File: config.mk
export PLATFORM = sky130hd
export DESIGN_NAME = nbh_host
export DESIGN_NICKNAME = d
export VERILOG_FILES = /design/src/logic/nbh_pkg.sv /design/src/logic/nbh_strobe_if.sv /design/src/logic/nbh_host.sv /design/src/logic/nbh_strobe_timer.sv
export SDC_FILE = /design/constraint.sdc
export NUM_CORES = 1
export LEC_CHECK = 0
export BUFFER_PORTS_ARGS = -buffer_cell sky130_fd_sc_hd__buf_2
export CAP_MARGIN = 30
export CORE_UTILIZATION = 40
export DETAILED_ROUTE_END_ITERATION = 12
export PLACE_DENSITY = 0.65
export RECOVER_POWER = 100
export SETUP_SLACK_MARGIN = 0.05
export SLEW_MARGIN = 25
export SYNTH_ARGS = -nofsm -noshare
export SYNTH_HDL_FRONTEND = slang
export SYNTH_SLANG_ARGS = --single-unit
export TNS_END_PERCENT = 1
File: constraint.sdc
create_clock -name i_clk_sys -period 6.8 [get_ports i_clk_sys]
set_clock_uncertainty 0.2 [all_clocks]
set_input_delay 0.34 -clock i_clk_sys [delete_from_list [all_inputs] [get_ports i_clk_sys]]
set_output_delay 0.34 -clock i_clk_sys [all_outputs]
set_load 0.1 [all_outputs]
File: src/logic/nbh_pkg.sv
// package of pin-level constants for the nand bus host
package nbh_pkg;
  // ********************************
  // geometry
  // ********************************
  localparam int NBH_PAGES_PER_BLOCK = 64;
  localparam int NBH_MAIN_BYTES = 4096;
  localparam int NBH_SPARE_BYTES = 256;
  localparam int NBH_PAGE_BYTES = NBH_MAIN_BYTES + NBH_SPARE_BYTES;
  localparam int NBH_ADDR_CYCLES = 5;
  localparam int NBH_ADDR_W = 31;
  localparam int NBH_COL_HI_BIT = 12;
  localparam int NBH_PLANE_BIT = 19;
  localparam int NBH_DIE_BIT = 30;
  // ********************************
  // timing at 25 MHz
  // ********************************
  localparam int NBH_CLK_MHZ = 25;
  localparam int NBH_STROBE_LOW_NS = 40;
  localparam int NBH_STROBE_HIGH_NS = 40;
  localparam int NBH_STROBE_LOW_CYC =
    (NBH_STROBE_LOW_NS * NBH_CLK_MHZ + 999) / 1000 < 1 ? 1 :
    (NBH_STROBE_LOW_NS * NBH_CLK_MHZ + 999) / 1000;
  localparam int NBH_STROBE_HIGH_CYC =
    (NBH_STROBE_HIGH_NS * NBH_CLK_MHZ + 999) / 1000 < 1 ? 1 :
    (NBH_STROBE_HIGH_NS * NBH_CLK_MHZ + 999) / 1000;
  localparam logic [3:0] NBH_CNT_ZERO = 4'h0;
  // ********************************
  // operation codes on the user port
  // ********************************
  typedef enum logic [1:0] {
    NBH_OP_CMD = 2'h0,
    NBH_OP_ADDR = 2'h1,
    NBH_OP_WDATA = 2'h2,
    NBH_OP_RDATA = 2'h3
  } nbh_op_t;
endpackage : nbh_pkg

File: src/logic/nbh_strobe_if.sv
// interface between the host sequencer and its strobe timer
`timescale 1ns/100ps
interface nbh_strobe_if;
  logic start;
  logic phase_low;
  logic done;
  modport master (output start, input phase_low, input done);
  modport timer (input start, output phase_low, output done);
endinterface : nbh_strobe_if

File: src/logic/nbh_host.sv
// host-side nand bus sequencer driving the flash pins
// What this block does
// - chip select driven low to select
// - write strobe pulsed low, captured on rise
// - command latch high marks command byte
// - address latch high marks address byte
// - host holds protect low during reset
// - one shared eight-bit two-way port
// - address is five cycles, two column
// - column cycles carry bits 7:0, 12:8
// - row cycles carry 20:13, 28:21, 30:29
// - column 11:8 forced zero when 12 set
`timescale 1ns/100ps
module nbh_host (
  // clock and reset
  input wire logic i_clk_sys,
  input wire logic i_rst,
  // user request
  input wire logic i_req_valid,
  output logic o_req_ready,
  input wire nbh_pkg::nbh_op_t i_req_op,
  input wire logic [7:0] i_req_byte,
  input wire logic [nbh_pkg::NBH_ADDR_W-1:0] i_req_addr,
  input wire logic i_wp_release,
  // user answer
  output logic o_rd_valid,
  output logic [7:0] o_rd_byte,
  output logic o_busy,
  output logic [nbh_pkg::NBH_ADDR_W-1:0] o_addr_sent,
  // flash pins
  output logic o_ce_n,
  output logic o_cle,
  output logic o_ale,
  output logic o_we_n,
  output logic o_read_strobe_n,
  output logic o_wp_n,
  input wire logic i_ready_busy_n,
  input wire logic [7:0] i_shared_byte_port,
  output logic [7:0] o_shared_byte_port,
  output logic o_shared_byte_port_oe
);
  import nbh_pkg::*;
  // ********************************
  // address cycle packing
  // ********************************
  function automatic logic [7:0] addr_cycle(input logic [NBH_ADDR_W-1:0] a,
                                            input logic [2:0] idx);
    logic [7:0] b;
    b = 8'h00;
    case (idx)
      3'h0: b = a[7:0];
      3'h1: b = {3'h0, a[12:8]};
      3'h2: b = a[20:13];
      3'h3: b = a[28:21];
      3'h4: b = {6'h00, a[30:29]};
      default: b = 8'h00;
    endcase
    return b;
  endfunction : addr_cycle
  function automatic logic [NBH_ADDR_W-1:0] fix_col(input logic [NBH_ADDR_W-1:0] a);
    logic [NBH_ADDR_W-1:0] r;
    r = a;
    if (a[NBH_COL_HI_BIT]) begin
      r[11:8] = 4'h0;
    end
    return r;
  endfunction : fix_col
  // ********************************
  // pin input synchronisers
  // ********************************
  logic rb_m_q, rb_s_q;
  logic [7:0] dq_m_q, dq_s_q;
  always_ff @(posedge i_clk_sys or posedge i_rst) begin
    if (i_rst) begin
      rb_m_q <= 1'b1;
      rb_s_q <= 1'b1;
      dq_m_q <= 8'h00;
      dq_s_q <= 8'h00;
    end else begin
      rb_m_q <= i_ready_busy_n;
      rb_s_q <= rb_m_q;
      dq_m_q <= i_shared_byte_port;
      dq_s_q <= dq_m_q;
    end
  end
  // ********************************
  // sequencer
  // ********************************
  typedef enum {NBH_S_IDLE, NBH_S_STROBE, NBH_S_SAMPLE} nbh_state_t;
  nbh_state_t state_q, state_d;
  nbh_op_t op_q, op_d;
  logic [7:0] dout_q, dout_d;
  logic [7:0] rbyte_q, rbyte_d;
  logic rvalid_q, rvalid_d;
  logic [2:0] acyc_q, acyc_d;
  logic [NBH_ADDR_W-1:0] addr_q, addr_d;
  logic ce_n_q, ce_n_d;
  logic wp_n_q, wp_n_d;
  logic [1:0] wait_q, wait_d;
  nbh_strobe_if st ();
  nbh_strobe_timer u_timer (
    .i_clk_sys(i_clk_sys),
    .i_rst(i_rst),
    .st(st)
  );
  assign o_req_ready = (state_q == NBH_S_IDLE);
  assign st.start = (state_q == NBH_S_IDLE) && i_req_valid;
  always_comb begin
    state_d = state_q;
    op_d = op_q;
    dout_d = dout_q;
    rbyte_d = rbyte_q;
    rvalid_d = 1'b0;
    acyc_d = acyc_q;
    addr_d = addr_q;
    ce_n_d = ce_n_q;
    wait_d = wait_q;
    // protect stays low until the user releases it
    wp_n_d = wp_n_q | i_wp_release;
    case (state_q)
      NBH_S_IDLE: begin
        if (i_req_valid) begin
          state_d = NBH_S_STROBE;
          op_d = i_req_op;
          // select the device for the transfer
          ce_n_d = 1'b0;
          case (i_req_op)
            NBH_OP_ADDR: begin
              // five cycles from one latched address
              if (acyc_q == 3'h0) begin
                addr_d = fix_col(i_req_addr);
                dout_d = addr_cycle(fix_col(i_req_addr), 3'h0);
              end else begin
                dout_d = addr_cycle(addr_q, acyc_q);
              end
              acyc_d = (acyc_q == 3'(NBH_ADDR_CYCLES - 1)) ? 3'h0 : acyc_q + 3'h1;
            end
            NBH_OP_CMD: begin
              dout_d = i_req_byte;
              acyc_d = 3'h0;
            end
            default: dout_d = i_req_byte;
          endcase
        end else if (rb_s_q) begin
          // deselect when idle and the device is ready; while busy shows, chip select keeps its level
          ce_n_d = 1'b1;
        end
      end
      NBH_S_STROBE: begin
        if (st.done) begin
          if (op_q == NBH_OP_RDATA) begin
            state_d = NBH_S_SAMPLE;
            wait_d = 2'h2;
          end else begin
            state_d = NBH_S_IDLE;
          end
        end
      end
      NBH_S_SAMPLE: begin
        // data stays driven while strobe is high; synchroniser latency covered here
        if (wait_q == 2'h0) begin
          rbyte_d = dq_s_q;
          rvalid_d = 1'b1;
          state_d = NBH_S_IDLE;
        end else begin
          wait_d = wait_q - 2'h1;
        end
      end
      default: state_d = NBH_S_IDLE;
    endcase
  end
  always_ff @(posedge i_clk_sys or posedge i_rst) begin
    if (i_rst) begin
      state_q <= NBH_S_IDLE;
      op_q <= NBH_OP_CMD;
      dout_q <= 8'h00;
      rbyte_q <= 8'h00;
      rvalid_q <= 1'b0;
      acyc_q <= 3'h0;
      addr_q <= '0;
      ce_n_q <= 1'b1;
      wp_n_q <= 1'b0;
      wait_q <= 2'h0;
    end else begin
      state_q <= state_d;
      op_q <= op_d;
      dout_q <= dout_d;
      rbyte_q <= rbyte_d;
      rvalid_q <= rvalid_d;
      acyc_q <= acyc_d;
      addr_q <= addr_d;
      ce_n_q <= ce_n_d;
      wp_n_q <= wp_n_d;
      wait_q <= wait_d;
    end
  end
  // ********************************
  // pin drive
  // ********************************
  logic strobing;
  assign strobing = (state_q == NBH_S_STROBE);
  assign o_ce_n = ce_n_q;
  // command latch only on command cycles
  assign o_cle = strobing && (op_q == NBH_OP_CMD);
  // address latch only on address cycles
  assign o_ale = strobing && (op_q == NBH_OP_ADDR);
  // write strobe low phase; device captures on its rise
  assign o_we_n = !(strobing && st.phase_low && (op_q != NBH_OP_RDATA));
  // one read strobe fall per data byte
  assign o_read_strobe_n = !(strobing && st.phase_low && (op_q == NBH_OP_RDATA));
  assign o_wp_n = wp_n_q;
  // drive the shared port only during strobes that are not reads
  assign o_shared_byte_port = dout_q;
  assign o_shared_byte_port_oe = strobing && (op_q != NBH_OP_RDATA);
  assign o_rd_valid = rvalid_q;
  assign o_rd_byte = rbyte_q;
  // busy seen from the synchronised ready/busy pin
  assign o_busy = !rb_s_q;
  assign o_addr_sent = addr_q;
endmodule : nbh_host

File: src/logic/nbh_strobe_timer.sv
// strobe low/high phase timer
`timescale 1ns/100ps
module nbh_strobe_timer (
  // clock and reset
  input wire logic i_clk_sys,
  input wire logic i_rst,
  // control
  nbh_strobe_if.timer st
);
  import nbh_pkg::*;
  typedef enum {NBH_T_IDLE, NBH_T_LOW, NBH_T_HIGH} nbh_tstate_t;
  nbh_tstate_t state_q, state_d;
  logic [3:0] cnt_q, cnt_d;
  always_comb begin
    state_d = state_q;
    cnt_d = cnt_q;
    case (state_q)
      NBH_T_IDLE: begin
        if (st.start) begin
          state_d = NBH_T_LOW;
          cnt_d = 4'(NBH_STROBE_LOW_CYC - 1);
        end
      end
      NBH_T_LOW: begin
        if (cnt_q == NBH_CNT_ZERO) begin
          state_d = NBH_T_HIGH;
          cnt_d = 4'(NBH_STROBE_HIGH_CYC - 1);
        end else begin
          cnt_d = cnt_q - 4'h1;
        end
      end
      NBH_T_HIGH: begin
        if (cnt_q == NBH_CNT_ZERO) begin
          state_d = NBH_T_IDLE;
        end else begin
          cnt_d = cnt_q - 4'h1;
        end
      end
      default: state_d = NBH_T_IDLE;
    endcase
  end
  always_ff @(posedge i_clk_sys or posedge i_rst) begin
    if (i_rst) begin
      state_q <= NBH_T_IDLE;
      cnt_q <= 4'h0;
    end else begin
      state_q <= state_d;
      cnt_q <= cnt_d;
    end
  end
  assign st.phase_low = (state_q == NBH_T_LOW);
  assign st.done = (state_q == NBH_T_HIGH) && (cnt_q == NBH_CNT_ZERO);
endmodule : nbh_strobe_timer

# After elaboration in Yosys (flattened, before gate mapping)
# Cells that the tools add are included.
# classes
add_sub_neg,3
mux,27
bitwise_logic,1
eq_ne,24
n_reduce_logical,32
# op_table
cell,n
32-bit 2-to-1 mux,6
32-bit one-hot mux with 3 select lines,2
32-bit by 2-bit == test with 1-bit output (second input constant),4
32-bit zero test,3
32-bit by 1-bit == test with 1-bit output (second input constant),2
32-bit by 3-bit == test with 1-bit output (second input constant),1
8-bit one-hot mux with 4 select lines,1
4-bit 2-to-1 mux,4
8-bit 2-to-1 mux,2
2-bit != test (second input constant),8
4-bit one-hot mux with 3 select lines,1
3-bit AND reduction,4
1-bit logical AND,8
2-bit 2-to-1 mux,4
4-bit AND reduction,2
3-bit by 2-bit == test with 1-bit output (second input constant),2
2-bit zero test,3
3-bit one-hot mux with 2 select lines,1
2-bit AND reduction,3
2-bit nonzero test,3
2-bit by 1-bit == test with 1-bit output (second input constant),2
4-bit zero test,1
1-bit 2-to-1 mux,4
2-bit by 1-bit != test with 1-bit output (second input constant),2
other kinds (12),14
# word_totals
inputBits,54
word_cells,103
regBits,143
output_inout_bits,57

# Logic depth before layout (Yosys ltp)
# logic_depth
depth_word,4
mapped_depth,7
mapped_depth_nobuf,6

# Hierarchy
# A second synthesis with hierarchy kept.
# hier_totals
hier_cells,312
hier_area_um2,3694.8
# modules_own_cells
module,seq_area_each_um2,area_each_um2,n_inst,cells_per_inst
nbh_host,1930.6,3261.9,1,269
nbh_strobe_timer,150.1,432.9,1,43

# Worst setup path after synthesis
# OpenSTA, ideal clock, no wires.
# synth_path
kind,register to output
from,register state_q[1]
to,output port o_ale
path_buffers,1
path_stages_with_launch,4
setup_slack_ns,3.363
required_time_ns,6.260
arrival_ns,2.897
path_cell_list,dfrtp_1 buf_6 nand2b_1 nor3b_1
# synth_via
elab_chain_cells,2
# synth_rtl
element,line,rtl
start: declaration,nbh_host.sv:90,"nbh_state_t state_q, state_d;"
start signal: assignment,nbh_host.sv:185,state_q <= state_d;
32-bit by 2-bit == test with 1-bit output,nbh_host.sv:201,assign strobing = (state_q == NBH_S_STROBE);
1-bit logical AND,nbh_host.sv:206,assign o_ale = strobing && (op_q == NBH_OP_ADDR);
end: declaration,nbh_host.sv:33,"output logic o_ale,"
# Every way passes these cells.

# Final worst setup path
# layout_path
from,register state_q[1]
to,register addr_q[6] (netlist: o_addr_sent[6])
# layout_via
elab_chain_cells,2
# layout_rtl
element,line,rtl
32-bit zero test,nbh_host.sv:120,case (state_q)
4-bit AND reduction (no line),n/a,
end signal: assignment,nbh_host.sv:191,addr_q <= addr_d;
end: declaration,nbh_host.sv:96,"logic [NBH_ADDR_W-1:0] addr_q, addr_d;"
# Every way passes these cells.
# A chain may end at the register's enable or synchronous reset.

==> summary.txt <==
Status
  – Status: finished, violations left
  – Failing checks: max-capacitance violations, max-slew violations

Timing
  – Final period util: 0.493
  – Slew HR: -0.122
  – RSZ-0062 raised after global routing: no
  – Slew Limit Fails: 36
  – Final setup viols: 0
  – Worst slew pin tran: around 1700 ps
  – Final hold vios: 0
  – Setup total negative slack: 0 ps
  – Fin crit period: between 3000 and 4000 ps
  – Max Clk Rate: around 300 MHz

Worst setup path
  – Crit path cell chain: nor3b_1 > nand3_1 > clkbuf_1 > mux2_2
  – WS Path Type: register to register
  – Worst path max stage delay: approximately 1200 ps
  – Reg2reg start: state_q[1]
  – RR Endpoint: o_addr_sent[6]
  – Crit-path max FO: 35
  – CP max stage cell: nor3b_1
  – Critical Path RT: 6840 ps
  – Reg2reg path depth: 4
  – Worst Setup SP: state_q[1]
  – Reg2Reg Setup Slack: 3450 ps
  – CP Capture Type: register
  – Worst path arrival time: 3390 ps
  – Worst Setup EP: o_addr_sent[6]
  – Setup crit start kind: register

Clocking
  – Clk buf depth: 2
  – CTS sink count: between 80 and 90
  – TritonCTS clock tree: done
  – Postcts setup bufs: 0
  – H-tree levels: 3
  – Worst skew pair latency: 350 ps
  – Worst-path clk slew: 90 ps
  – Root Buffer: clkbuf_8
  – CTS buffer count: 9

Synthesis
  – Async set-or-reset flop fraction in the synthesized netlist: 1.00
  – Post-synth EDFFs: 0
  – Main area contributors after synthesis: dfrtp_1 57%, mux2_2 9.3%, nand2_1 4.4%
  – Syn avg cell area: ~12 sq um
  – Post-synthesis cell area: approximately 3500 sq um
  – Net Count, Synth: 363
  – Sequential-to-total area share from yosys stat: 0.594
  – Synth Flop Type: dfrtp_1
  – Synth cell types: 40
  – Syn. warnings: 0
  – Share of the synthesized area in the top cell type: 0.571
  – Yosys top cell by area: dfrtp_1
  – Synth Register Bits: 83
  – Syn Inst Count: 298

Finish
  – Most frequent cells in the layout: 80 x dfrtp_1, 58 x clkbuf_1, 52 x buf_2
  – Antenna fix cells: 0
  – Layout area overhead: 26.6%
  – Share of cells above drive strength 1: 0.249
  – Fin nets: roughly 490
  – Commonest non-fill, non-tap cell in the layout: dfrtp_1
  – Cell area after layout: 4440 sq um

Worst hold path
  – Hold Crit Class: input pin to register

Pwr
  – VDD IR max: 0.000101 V
  – Part of the power in combinational logic: 0.096
  – Power per cell area: roughly 210 nW/um^2
  – Power share of the clock group: 0.360
  – Sw Share: 0.282
  – Internal power: 0.673 mW
  – P_sw: 0.265 mW
  – Flop pwr share: 0.544
  – Leakage: 2.13 nW

Die
  – Num rows: 33
  – Num ports: 111
  – Initial Util: 0.420
  – Die width: ~96 um
  – Die height: ~96 um
  – Die footprint: between 9000 and 10,000 sq um
  – Area of the core: approximately 8300 sq um

GRT
  – First-pass GRT wire length: 12.9 mm
  – Routing usage on met3: 0.0582
  – GR peak layer: met2
  – M2 GR Usage: 0.305
  – Initial antenna violation count: 0
  – Overflow after GRT: 0
  – Number of global-route vias before repair: around 2,700
  – Tot GR Track Use: 0.189
  – Largest net degree at the start of global routing: 60
  – GR met1 Demand/Resource: 0.241

Route
  – ANT nets after route: 0
  – Vias: 2,707
  – Routed WL: 7.78 mm
  – Initial drt markers: around 110
  – Post-DR wirelength/cell: 14.5 um
  – Via/cell ratio: 5.03
  – Detailed Routing Iterations Pass 1: 4
  – Drt drc: 0

Place
  – Global placement routability congestion: between 0.7 and 0.8
  – I/O Buffers: between 100 and 150
  – Final HPWL DP: 5.65 mm
  – DP Area: 4150 sq um

Job
  – Max Cap Viol: 1
## final cells by class
type	instances	area, sq um
fillers	801	3900
clock inverters	7	66.3
clock buffers	9	124
inverters	12	46.3
repair buffers	130	671
multi-input cells	192	1320
well taps	105	131
flip-flops and latches	83	2080
## logic make-up (layout without fill, tap and decap cells)
logic type      after synthesis  in the layout  share of synthesized area
mux                          30             30                     0.0960
compound gates               53             53                      0.105
simple gates                 98             98                      0.137
buf+inv                      23            158                     0.0286
fa+ha+maj                    11             11                     0.0393
flops                        83             83                      0.594
## how the worst min path moves through the flow
stage / startpoint / to / slack [ps] / depth (start not counted)
global placement: dq_m_q[4] / dq_s_q[4] / 130 / 0
global route: i_req_addr[20] / o_addr_sent[20] / 1 / 2
CTS: i_req_addr[19] / o_addr_sent[19] / 0.02 / 2
detailed placement: dq_m_q[4] / dq_s_q[4] / 130 / 0
floorplan: dq_m_q[0] / dq_s_q[0] / 130 / 0
finish: i_req_addr[16] / o_addr_sent[16] / 10 / 2
## flip-flops by register name, indices dropped and copies added, names as in the netlist
| name | count |
|---|---|
| o_rd_valid | 1 |
| wait_q | 2 |
| state_q | 2 |
| o_ce_n | 1 |
| acyc_q | 3 |
| u_timer.cnt_q | 4 |
| o_wp_n | 1 |
| o_shared_byte_port | 8 |
| dq_s_q | 8 |
| rb_m_q | 1 |
| op_q | 2 |
| o_rd_byte | 8 |
| u_timer.state_q | 2 |
| o_addr_sent | 31 |
| dq_m_q | 8 |
| rb_s_q | 1 |
## per-layer routing
metal | vias up | wire (um)
li1 | 1316 | -
met1 | 1300 | 3410
met2 | 81 | 3840
met3 | 10 | 424
met4 | 0 | 97
met5 | - | 0
## power groups by stage
stage                     sequential, mW  clock [mW]  combinational [mW]
final                              0.510       0.337              0.0903
after global routing               0.512       0.369              0.0981
after CTS                          0.510       0.349              0.0926
after detailed placement           0.520           0              0.0849
after global placement             0.519           0              0.0838
after floorplan                    0.545           0              0.0290
## worst max-delay path: cells and delay by family (launching register included)
| kind | cells | cell delay (ps) |
|---|---|---|
| simple gates | 2 | 1330 |
| buf+inv | 1 | 700 |
| mux | 1 | 520 |
| flops | 1 | 460 |
## cells in the mapped netlist, types with 5 or more instances
master,instances
a21oi_1,12
inv_1,11
buf_2,5
ha_1,11
a222oi_1,5
nor2b_1,6
nand2b_1,5
dfrtp_1,80
a22o_1,7
o21ai_0,14
mux2_2,29
clkbuf_1,5
nor3_1,9
nor2_1,14
nand2_1,41
## timing repair
item | 4_1_cts | 5_1_grt
hold buffers | 17 | 1
setup endpoints to repair | 0 | 0
gates resized for setup | 0 | 0
hold endpoints to repair | 40 | 1
## metrics by stage
step	util	power (mW)	instances	setup slack [ps]	hold slack [ps]
4_1_cts	0.541	0.952	537	4270	0.0209
3_5_place_dp	0.497	0.605	504	4290	135
3_3_place_gp	0.497	0.603	504	4430	132
5_1_grt	0.532	0.979	538	3070	1.35
2_1_floorplan	-	0.575	298	3360	131
6_report	0.532	0.938	538	3450	14.3
Power figures use the tool's default switching activity.
